## config.mk

```make
export PLATFORM = sky130hd
export DESIGN_NAME = pulse_accumulator_16bit
export DESIGN_NICKNAME = d
export VERILOG_FILES = /design/src/verilog/accum_pkg.sv /design/src/verilog/pulse_accumulator_16bit.sv
export SDC_FILE = /design/constraint.sdc
export NUM_CORES = 1
export LEC_CHECK = 0
export CAP_MARGIN = 5
export CORE_ASPECT_RATIO = 1.5
export CORE_MARGIN = 2
export CORE_UTILIZATION = 65
export CTS_BUF_LIST = sky130_fd_sc_hd__clkbuf_8 sky130_fd_sc_hd__clkbuf_16
export DETAILED_ROUTE_END_ITERATION = 10
export DONT_BUFFER_PORTS = 1
export GPL_TIMING_DRIVEN = 0
export PLACE_DENSITY_LB_ADDON = 0.25
export SKIP_CTS_REPAIR_TIMING = 1
export SYNTH_ARGS = -nofsm -noshare
export SYNTH_HDL_FRONTEND = slang
export SYNTH_SLANG_ARGS = --single-unit
```

## constraint.sdc

```tcl
create_clock -name clk -period 4.5 [get_ports clk]
set_input_delay 0.225 -clock clk [delete_from_list [all_inputs] [get_ports clk]]
set_output_delay 0.225 -clock clk [all_outputs]
set_load 0.02 [all_outputs]
```

## src/verilog/accum_pkg.sv

```systemverilog
// package for the 16-bit pulse accumulator: register map, fields, codes
// assumes a classic wishbone slave with 32-bit data and byte addressing
`default_nettype none
package accum_pkg;
	// ----------------------------------------------------------------
	// register indices and byte addresses (byte address = 4 * index)
	// ----------------------------------------------------------------
	localparam logic [7:0] IDX_CTRL  = 8'h20;
	localparam logic [7:0] IDX_FLAGS = 8'h21;
	localparam logic [7:0] IDX_CNTH  = 8'h22;
	localparam logic [7:0] IDX_CNTL  = 8'h23;
	localparam logic [7:0] IDX_SYS   = 8'h24;
	localparam logic [7:0] IDX_CNTW  = 8'h25;
	localparam logic [7:0] IDX_ISTAT = 8'h26;
	localparam logic [7:0] IDX_IMASK = 8'h27;
	localparam logic [9:0] ADR_CTRL  = {IDX_CTRL, 2'b00};
	localparam logic [9:0] ADR_FLAGS = {IDX_FLAGS, 2'b00};
	localparam logic [9:0] ADR_CNTH  = {IDX_CNTH, 2'b00};
	localparam logic [9:0] ADR_CNTL  = {IDX_CNTL, 2'b00};
	localparam logic [9:0] ADR_SYS   = {IDX_SYS, 2'b00};
	localparam logic [9:0] ADR_CNTW  = {IDX_CNTW, 2'b00};
	localparam logic [9:0] ADR_ISTAT = {IDX_ISTAT, 2'b00};
	localparam logic [9:0] ADR_IMASK = {IDX_IMASK, 2'b00};
	// ----------------------------------------------------------------
	// field layouts and reset values
	// ----------------------------------------------------------------
	typedef struct packed {
		logic       spare;
		logic       accum_enable;
		logic       accum_mode_select;
		logic       accum_edge_polarity;
		logic [1:0] clock_select;
		logic       accum_overflow_irq_en;
		logic       accum_edge_irq_en;
	} ctrl_t;
	typedef struct packed {
		logic fast_flag_clear;
		logic timer_enable_bit;
	} sys_t;
	localparam ctrl_t CTRL_RST = ctrl_t'(8'h00);
	localparam sys_t  SYS_RST  = sys_t'(2'h0);
	localparam logic [15:0] CNT_RST  = 16'h0000;
	localparam logic [15:0] CNT_MAX  = 16'hFFFF;
	localparam logic [7:0]  BYTE_MAX = 8'hFF;
	localparam int OVF_BIT  = 1;
	localparam int EDGE_BIT = 0;
	// ----------------------------------------------------------------
	// clock select codes and divider
	// ----------------------------------------------------------------
	localparam logic [1:0] SEL_PRESCALE = 2'h0;
	localparam logic [1:0] SEL_ACCUM    = 2'h1;
	localparam logic [1:0] SEL_DIV256   = 2'h2;
	localparam logic [1:0] SEL_DIV64K   = 2'h3;
	localparam int GATE_DIV = 64;
	localparam logic [5:0] GATE_LAST = 6'(GATE_DIV - 1);
endpackage
`default_nettype wire

```

## src/verilog/pulse_accumulator_16bit.sv

```systemverilog
// 16-bit pulse accumulator with wishbone registers and one irq line
// assumes prescaler_tick is a synchronous input on clk; channel7_pin passes a two-stage sync
//
// Decided for this implementation: the Wishbone interface to the registers.
`default_nettype none
module pulse_accumulator_16bit (
	input  wire logic        clk,
	input  wire logic        rst_b,
	input  wire logic        cyc_i,
	input  wire logic        stb_i,
	input  wire logic        we_i,
	input  wire logic [9:0]  adr_i,
	input  wire logic [3:0]  sel_i,
	input  wire logic [31:0] dat_i,
	output var  logic [31:0] dat_o,
	output logic             ack_o,
	input  wire logic        channel7_pin,
	input  wire logic        prescaler_tick,
	output logic             timer_count_tick,
	output logic             irq
);
	// ----------------------------------------------------------------
	// state
	// ----------------------------------------------------------------
	accum_pkg::ctrl_t ctrl;
	accum_pkg::sys_t  sys;
	logic [15:0] accum_count;
	logic        accum_overflow_flag;
	logic        accum_edge_flag;
	logic [1:0]  irq_status;
	logic [1:0]  irq_mask;
	logic        pin_meta;
	logic        pin_sync;
	logic        pin_prev;
	logic [5:0]  gate_div;
	logic        gate_tick;
	logic        rise;
	logic        fall;
	logic        sel_edge;
	logic        gate_level;
	logic        event_mode;
	logic        gated_mode;
	logic        accum_clock;
	logic        ovf_event;
	logic        edge_event;
	logic        bus_take;
	logic        bus_wr;
	logic        bus_rd;
	logic        cnt_hit;
	logic        cnt_wr;
	logic        fast_clear_now;
	logic        flag_clr_en;
	logic        clr_ovf;
	logic        clr_edge;
	logic [15:0] next_count;
	logic [31:0] next_dat;

	// ----------------------------------------------------------------
	// input synchroniser and edge detect
	// ----------------------------------------------------------------
	// two-stage sync
	always_ff @(posedge clk or negedge rst_b) begin
		if (!rst_b) begin
			pin_meta <= 1'b0;
			pin_sync <= 1'b0;
			pin_prev <= 1'b0;
		end else begin
			pin_meta <= channel7_pin;
			pin_sync <= pin_meta;
			pin_prev <= pin_sync;
		end
	end

	assign rise = pin_sync & ~pin_prev;
	assign fall = ~pin_sync & pin_prev;
	assign sel_edge = ctrl.accum_edge_polarity ? rise : fall;
	assign gate_level = ctrl.accum_edge_polarity ? ~pin_sync : pin_sync;
	assign event_mode = ctrl.accum_enable & ~ctrl.accum_mode_select;
	assign gated_mode = ctrl.accum_enable & ctrl.accum_mode_select;

	// ----------------------------------------------------------------
	// divide-by-64 of clk while the timer is enabled
	// ----------------------------------------------------------------
	// divider cleared while timer off
	always_ff @(posedge clk or negedge rst_b) begin
		if (!rst_b) begin
			gate_div <= 6'h00;
		end else if (!sys.timer_enable_bit) begin
			gate_div <= 6'h00;
		end else begin
			gate_div <= gate_div + 6'h01;
		end
	end

	assign gate_tick = sys.timer_enable_bit
		& (gate_div == accum_pkg::GATE_LAST);

	// ----------------------------------------------------------------
	// accumulator clock and events
	// ----------------------------------------------------------------
	// counts only while enabled
	assign accum_clock = (event_mode & sel_edge)
		| (gated_mode & gate_tick & gate_level);
	assign ovf_event = accum_clock
		& (accum_count == accum_pkg::CNT_MAX);
	assign edge_event = ctrl.accum_enable & sel_edge;

	// ----------------------------------------------------------------
	// timer counter clock select
	// ----------------------------------------------------------------
	// source mux
	always_comb begin
		timer_count_tick = prescaler_tick;
		if (ctrl.accum_enable) begin
			case (ctrl.clock_select)
				accum_pkg::SEL_PRESCALE: begin
					timer_count_tick = prescaler_tick;
				end
				accum_pkg::SEL_ACCUM: begin
					timer_count_tick = accum_clock;
				end
				accum_pkg::SEL_DIV256: begin
					timer_count_tick = accum_clock
						& (accum_count[7:0] == accum_pkg::BYTE_MAX);
				end
				accum_pkg::SEL_DIV64K: begin
					timer_count_tick = ovf_event;
				end
				default: begin
					timer_count_tick = prescaler_tick;
				end
			endcase
		end
	end

	// ----------------------------------------------------------------
	// wishbone slave
	// ----------------------------------------------------------------
	assign bus_take = cyc_i & stb_i & ~ack_o;
	assign bus_wr = bus_take & we_i;
	assign bus_rd = bus_take & ~we_i;
	assign cnt_hit = (adr_i == accum_pkg::ADR_CNTH)
		| (adr_i == accum_pkg::ADR_CNTL)
		| (adr_i == accum_pkg::ADR_CNTW);
	assign cnt_wr = bus_wr & cnt_hit;

	always_ff @(posedge clk or negedge rst_b) begin
		if (!rst_b) begin
			ack_o <= 1'b0;
		end else begin
			ack_o <= bus_take;
		end
	end

	always_comb begin
		next_dat = 32'h0000_0000;
		case (adr_i)
			accum_pkg::ADR_CTRL: begin
				next_dat[7:0] = ctrl;
			end
			accum_pkg::ADR_FLAGS: begin
				next_dat[accum_pkg::OVF_BIT] = accum_overflow_flag;
				next_dat[accum_pkg::EDGE_BIT] = accum_edge_flag;
			end
			accum_pkg::ADR_CNTH: begin
				next_dat[7:0] = accum_count[15:8];
			end
			accum_pkg::ADR_CNTL: begin
				next_dat[7:0] = accum_count[7:0];
			end
			accum_pkg::ADR_SYS: begin
				next_dat[1:0] = sys;
			end
			accum_pkg::ADR_CNTW: begin
				next_dat[15:0] = accum_count;
			end
			accum_pkg::ADR_ISTAT: begin
				next_dat[1:0] = irq_status;
			end
			accum_pkg::ADR_IMASK: begin
				next_dat[1:0] = irq_mask;
			end
			default: begin
				next_dat = 32'h0000_0000;
			end
		endcase
	end

	always_ff @(posedge clk or negedge rst_b) begin
		if (!rst_b) begin
			dat_o <= 32'h0000_0000;
		end else if (bus_rd) begin
			dat_o <= next_dat;
		end
	end

	// ----------------------------------------------------------------
	// control registers
	// ----------------------------------------------------------------
	// enable bits held apart
	always_ff @(posedge clk or negedge rst_b) begin
		if (!rst_b) begin
			ctrl <= accum_pkg::CTRL_RST;
			sys <= accum_pkg::SYS_RST;
			irq_mask <= 2'h0;
		end else if (bus_wr && sel_i[0]) begin
			if (adr_i == accum_pkg::ADR_CTRL) begin
				ctrl <= accum_pkg::ctrl_t'({1'b0, dat_i[6:0]});
			end
			if (adr_i == accum_pkg::ADR_SYS) begin
				sys <= accum_pkg::sys_t'(dat_i[1:0]);
			end
			if (adr_i == accum_pkg::ADR_IMASK) begin
				irq_mask <= dat_i[1:0];
			end
		end
	end

	// ----------------------------------------------------------------
	// count register
	// ----------------------------------------------------------------
	// bus write beats the increment in the bytes it writes
	always_comb begin
		next_count = accum_count;
		if (accum_clock) begin
			next_count = accum_count + 16'h0001;
		end
		if (cnt_wr) begin
			case (adr_i)
				accum_pkg::ADR_CNTH: begin
					if (sel_i[0]) begin
						next_count[15:8] = dat_i[7:0];
					end
				end
				accum_pkg::ADR_CNTL: begin
					if (sel_i[0]) begin
						next_count[7:0] = dat_i[7:0];
					end
				end
				default: begin
					if (sel_i[0]) begin
						next_count[7:0] = dat_i[7:0];
					end
					if (sel_i[1]) begin
						next_count[15:8] = dat_i[15:8];
					end
				end
			endcase
		end
	end

	always_ff @(posedge clk or negedge rst_b) begin
		if (!rst_b) begin
			accum_count <= accum_pkg::CNT_RST;
		end else begin
			accum_count <= next_count;
		end
	end

	// ----------------------------------------------------------------
	// flags
	// ----------------------------------------------------------------
	// any count access clears
	assign fast_clear_now = sys.fast_flag_clear & bus_take & cnt_hit;
	assign flag_clr_en = bus_wr & sel_i[0]
		& (adr_i == accum_pkg::ADR_FLAGS)
		& (sys.timer_enable_bit | ctrl.accum_enable);
	assign clr_ovf = fast_clear_now
		| (flag_clr_en & dat_i[accum_pkg::OVF_BIT]);
	assign clr_edge = fast_clear_now
		| (flag_clr_en & dat_i[accum_pkg::EDGE_BIT]);

	always_ff @(posedge clk or negedge rst_b) begin
		if (!rst_b) begin
			accum_overflow_flag <= 1'b0;
			accum_edge_flag <= 1'b0;
		end else begin
			accum_overflow_flag <= ovf_event
				| (accum_overflow_flag & ~clr_ovf);
			accum_edge_flag <= edge_event
				| (accum_edge_flag & ~clr_edge);
		end
	end

	// ----------------------------------------------------------------
	// interrupt status, read-clear, masked output
	// ----------------------------------------------------------------
	// overflow and edge requests
	always_ff @(posedge clk or negedge rst_b) begin
		if (!rst_b) begin
			irq_status <= 2'h0;
		end else begin
			irq_status[accum_pkg::OVF_BIT] <=
				(accum_overflow_flag & ctrl.accum_overflow_irq_en)
				| (irq_status[accum_pkg::OVF_BIT]
				& ~(bus_rd && adr_i == accum_pkg::ADR_ISTAT));
			irq_status[accum_pkg::EDGE_BIT] <=
				(accum_edge_flag & ctrl.accum_edge_irq_en)
				| (irq_status[accum_pkg::EDGE_BIT]
				& ~(bus_rd && adr_i == accum_pkg::ADR_ISTAT));
		end
	end

	assign irq = |(irq_status & irq_mask);
endmodule
`default_nettype wire

```

==> flow_summary.json <==
{
  "final_period_minus_worst_setup_slack_ns": 2.66,
  "htree_num_levels": 3,
  "finalHoldViolCount": 0,
  "yosys_warn_count": 0,
  "crit_buf_inv": 0,
  "yosysMostFrequentCell": "dfrtp_1",
  "hold_path_depth": 1,
  "die_height_um": 90.4,
  "net_load_switching_power_w": 0.000246,
  "critPathArrivalTime_ns": 2.44,
  "dpl_worst_slack_ns": 2.20,
  "finalSetupViolations": 0,
  "port_buffers": 0,
  "cp_top_family": "compound AO/OA/AOI/OAI gates",
  "pwr-share-seq_pct": 49.3,
  "core_um2": 4810,
  "post-synth-top-area-fraction_pct": 44.1,
  "grt_antenna_before_repair": 0,
  "fin_worst_hold_slack_ns": 0.0359,
  "detail_route.wirelength_um": 7660,
  "synth_async_sr_flop_share_pct": 100,
  "clock-root-buffer": "clkbuf_8",
  "min_period_over_period_pct": 59.2,
  "grt_busiest_layer": "met2",
  "grt_max_degree": 58,
  "clock_power_share_pct": 43.1,
  "ys_ff_latch": 57,
  "synthTopCellsByArea": "dfrtp_1 (44%), mux2_2 (5.2%), mux2i_1 (4.9%), buf_4 (3.7%), a22o_1 (3.2%)",
  "crit_chain": "ha_1 -> nand3_1 -> nor4_4 -> o211ai_1 -> a211oi_1 -> a221o_1",
  "timing.slew.headroom_pct": 51.0,
  "cts.clk_slew.worst_paths_ns": 0.06,
  "fp.dieW_um": 61.6,
  "post_synth_and_or_nand_nor_area_fraction_pct": 15.8,
  "max_stage_delay_ns": 0.52,
  "number_of_i_o_pins": 88,
  "antenna_violating_nets_post_route": 0,
  "antenna-diode-count": 0,
  "timing.hold.worst_endpoint": "ctrl[6]$_DFFE_PN0P_",
  "maxCapViolations": 0,
  "maxClockFrequency_mhz": 376,
  "gr_usage_total_pct": 29.7,
  "crit_path_end_kind": "output port",
  "synthCells": 308,
  "drt-initial-drc-count": 260,
  "dr.pass1.iters": 6,
  "yosys.area.top_type": "dfrtp_1",
  "slew_worst_pin_ns": 0.728,
  "synth_edf_count": 0,
  "comb_power_share_pct": 7.6,
  "final.setup.tns_ns": 0,
  "tritoncts": "done",
  "post_drt_via_cell_ratio": 6.24,
  "post_synth_num_cell_types": 54,
  "grt_use_met1_pct": 34.6,
  "synth.avg_cell_area_um2": 10.5,
  "share_of_the_core_filled_with_cells_pct": 75.1,
  "worstHoldPathType": "input port to flop",
  "worst_ir_drop_vdd_mv": 0.306,
  "synth.cell_area_um2": 3240,
  "reg2reg_capture_point": "accum_count[11]$_DFF_PN0_",
  "worst-setup-path-type": "flop to output port",
  "initial_core_utilization_pct": 67.3,
  "gr-usage-met3_pct": 6.30,
  "synthXorXnorAreaFrac_pct": 5.14,
  "clock_path_buffers": 2,
  "synth_seq_area_share_pct": 44.1,
  "synth_adder_area_share_pct": 0.773,
  "fp.dieArea_um2": 5570,
  "synth_compound_area_share_pct": 18.0,
  "row_count": 31,
  "layout.filler_cells": 373,
  "clk_latency_ns": 0.34,
  "unrepaired_setup_endpoints_after_global_routing": "no",
  "share_of_final_layout_standard_cells_stronger_than_drive_strength_1_pct": 16.4,
  "critPathLaunchType": "flop",
  "r2r.worst_path.cells": 7,
  "via_count": 2545,
  "slew_violations": 0,
  "clock-skew-final_ns": 0.00515,
  "syn_to_final_growth_pct": 11.6,
  "synthMuxAreaShare_pct": 10.2,
  "dp_hpwl_um": 5820,
  "grtUsageMet2_pct": 49.0,
  "p_sw_share_pct": 23.3,
  "status": "finished clean",
  "hold_path_startpoint": "dat_i[6]",
  "globalRouteOverflowTotal": 0,
  "crit_path_top_delay_cell": "nor4_4",
  "critical_path.reg2reg.startpoint": "gate_div[0]$_DFF_PN0_",
  "powerDensity_nw_per_um2": 292,
  "worstPathRequired_ns": 4.28,
  "postSynth.topFlopCell": "dfrtp_1",
  "cts_num_sinks": 57,
  "p_leak_nw": 1.60,
  "synth_top_family_by_area": "compound AO/OA/AOI/OAI gates",
  "numCtsBuffers": 9,
  "place.gp.congestion": 0.945,
  "rrSetupSlack_ns": 2.39,
  "design_area_um2": 3610,
  "drc": 0,
  "internal_power_w": 0.000810,
  "detail_route.wl_per_cell_um": 18.8,
  "synth_common_cells": "dfrtp_1 (57), nand2_1 (19), buf_4 (16), mux2i_1 (16), o21ai_0 (16)",
  "fin_nets": 392,
  "grt_pass1_vias": 2553,
  "placedInstanceArea_um2": 3380,
  "post-route-worst-setup-slack_ns": 1.84,
  "critical_path_peak_fanout": 6,
  "grt_pass1_wl_um": 12200
}
-- power groups by stage --
stage | combinational [W] | clock, W | sequential [W]
after floorplan | 0.0000572 | 0 | 0.000529
after global placement | 0.0000651 | 0 | 0.000530
after detailed placement | 0.0000652 | 0 | 0.000530
after CTS | 0.0000655 | 0.000454 | 0.000520
after global routing | 0.0000881 | 0.000483 | 0.000520
final | 0.0000804 | 0.000455 | 0.000520
-- layout make-up --
class	instances	area [um2]	area share, %
well taps	66	82.6	2.29
clock buffers	10	138	3.81
flip-flops and latches	57	1430	39.5
clock inverters	6	51.3	1.42
multi-input cells	234	1680	46.4
plain buffers	27	173	4.78
repair buffers	3	47.5	1.32
inverters	5	18.8	0.520
-- how the worst max path moves through the flow --
stage	slack, ns	startpoint	endpoint	depth (start not counted)
after floorplan	2.45	pin_sync$_DFF_PN0_	timer_count_tick	5
after global placement	2.23	gate_div[0]$_DFF_PN0_	timer_count_tick	6
after detailed placement	2.20	gate_div[0]$_DFF_PN0_	timer_count_tick	6
after CTS	1.82	gate_div[0]$_DFF_PN0_	timer_count_tick	6
after global routing	1.65	gate_div[0]$_DFF_PN0_	timer_count_tick	6
final	1.84	gate_div[0]$_DFF_PN0_	timer_count_tick	6
-- sequential cells by signal, indices dropped and copies added, names as in the netlist --
name / cells
accum_count: 16
dat_o: 16
ctrl: 7
gate_div: 6
irq_mask: 2
irq_status: 2
sys: 2
accum_edge_flag: 1
accum_overflow_flag: 1
ack_o: 1
pin_meta: 1
pin_prev: 1
pin_sync: 1
-- stage by stage --
stage                     cells  total power, W
after floorplan             323        0.000586
after global placement      389        0.000595
after detailed placement    389        0.000595
after CTS                   405         0.00104
after global routing        408         0.00109
final                       408         0.00106
-- cells by family (layout without fill, tap and decap cells) --
group,count (synthesis),count (layout)
mux,31,31
flops,57,57
fa+ha+maj,2,2
xor+xnor,19,19
compound gates,76,76
other cells,1,16
simple gates,90,90
buf+inv,32,51
-- cell usage in the layout (no fill, tap or decap), types with 3 or more instances in the layout --
master	count
xor2_1	12
dfrtp_1	57
mux2i_1	16
o21ai_0	16
a32oi_1	3
a21oi_1	10
a22o_1	12
and3_1	6
nor2_1	15
o2111ai_1	7
and2_1	8
inv_1	8
clkbuf_8	10
o211ai_1	4
nand3_1	12
conb_1	16
buf_2	3
xnor2_1	7
nand2b_1	4
nor2b_1	7
a2bb2oi_1	7
buf_4	16
nand2_1	19
clkbuf_1	6
mux2_2	15
-- layer usage --
metal | part of all wire (%) | wire [um] | up-vias
li1 | - | - | 1178
met5 | 0 | 0 | -
met3 | 7.4 | 566 | 30
met1 | 36 | 2760 | 1224
met4 | 3.7 | 287 | 0
met2 | 53 | 4040 | 113
Note: power is estimated with default switching activity, not from simulation.
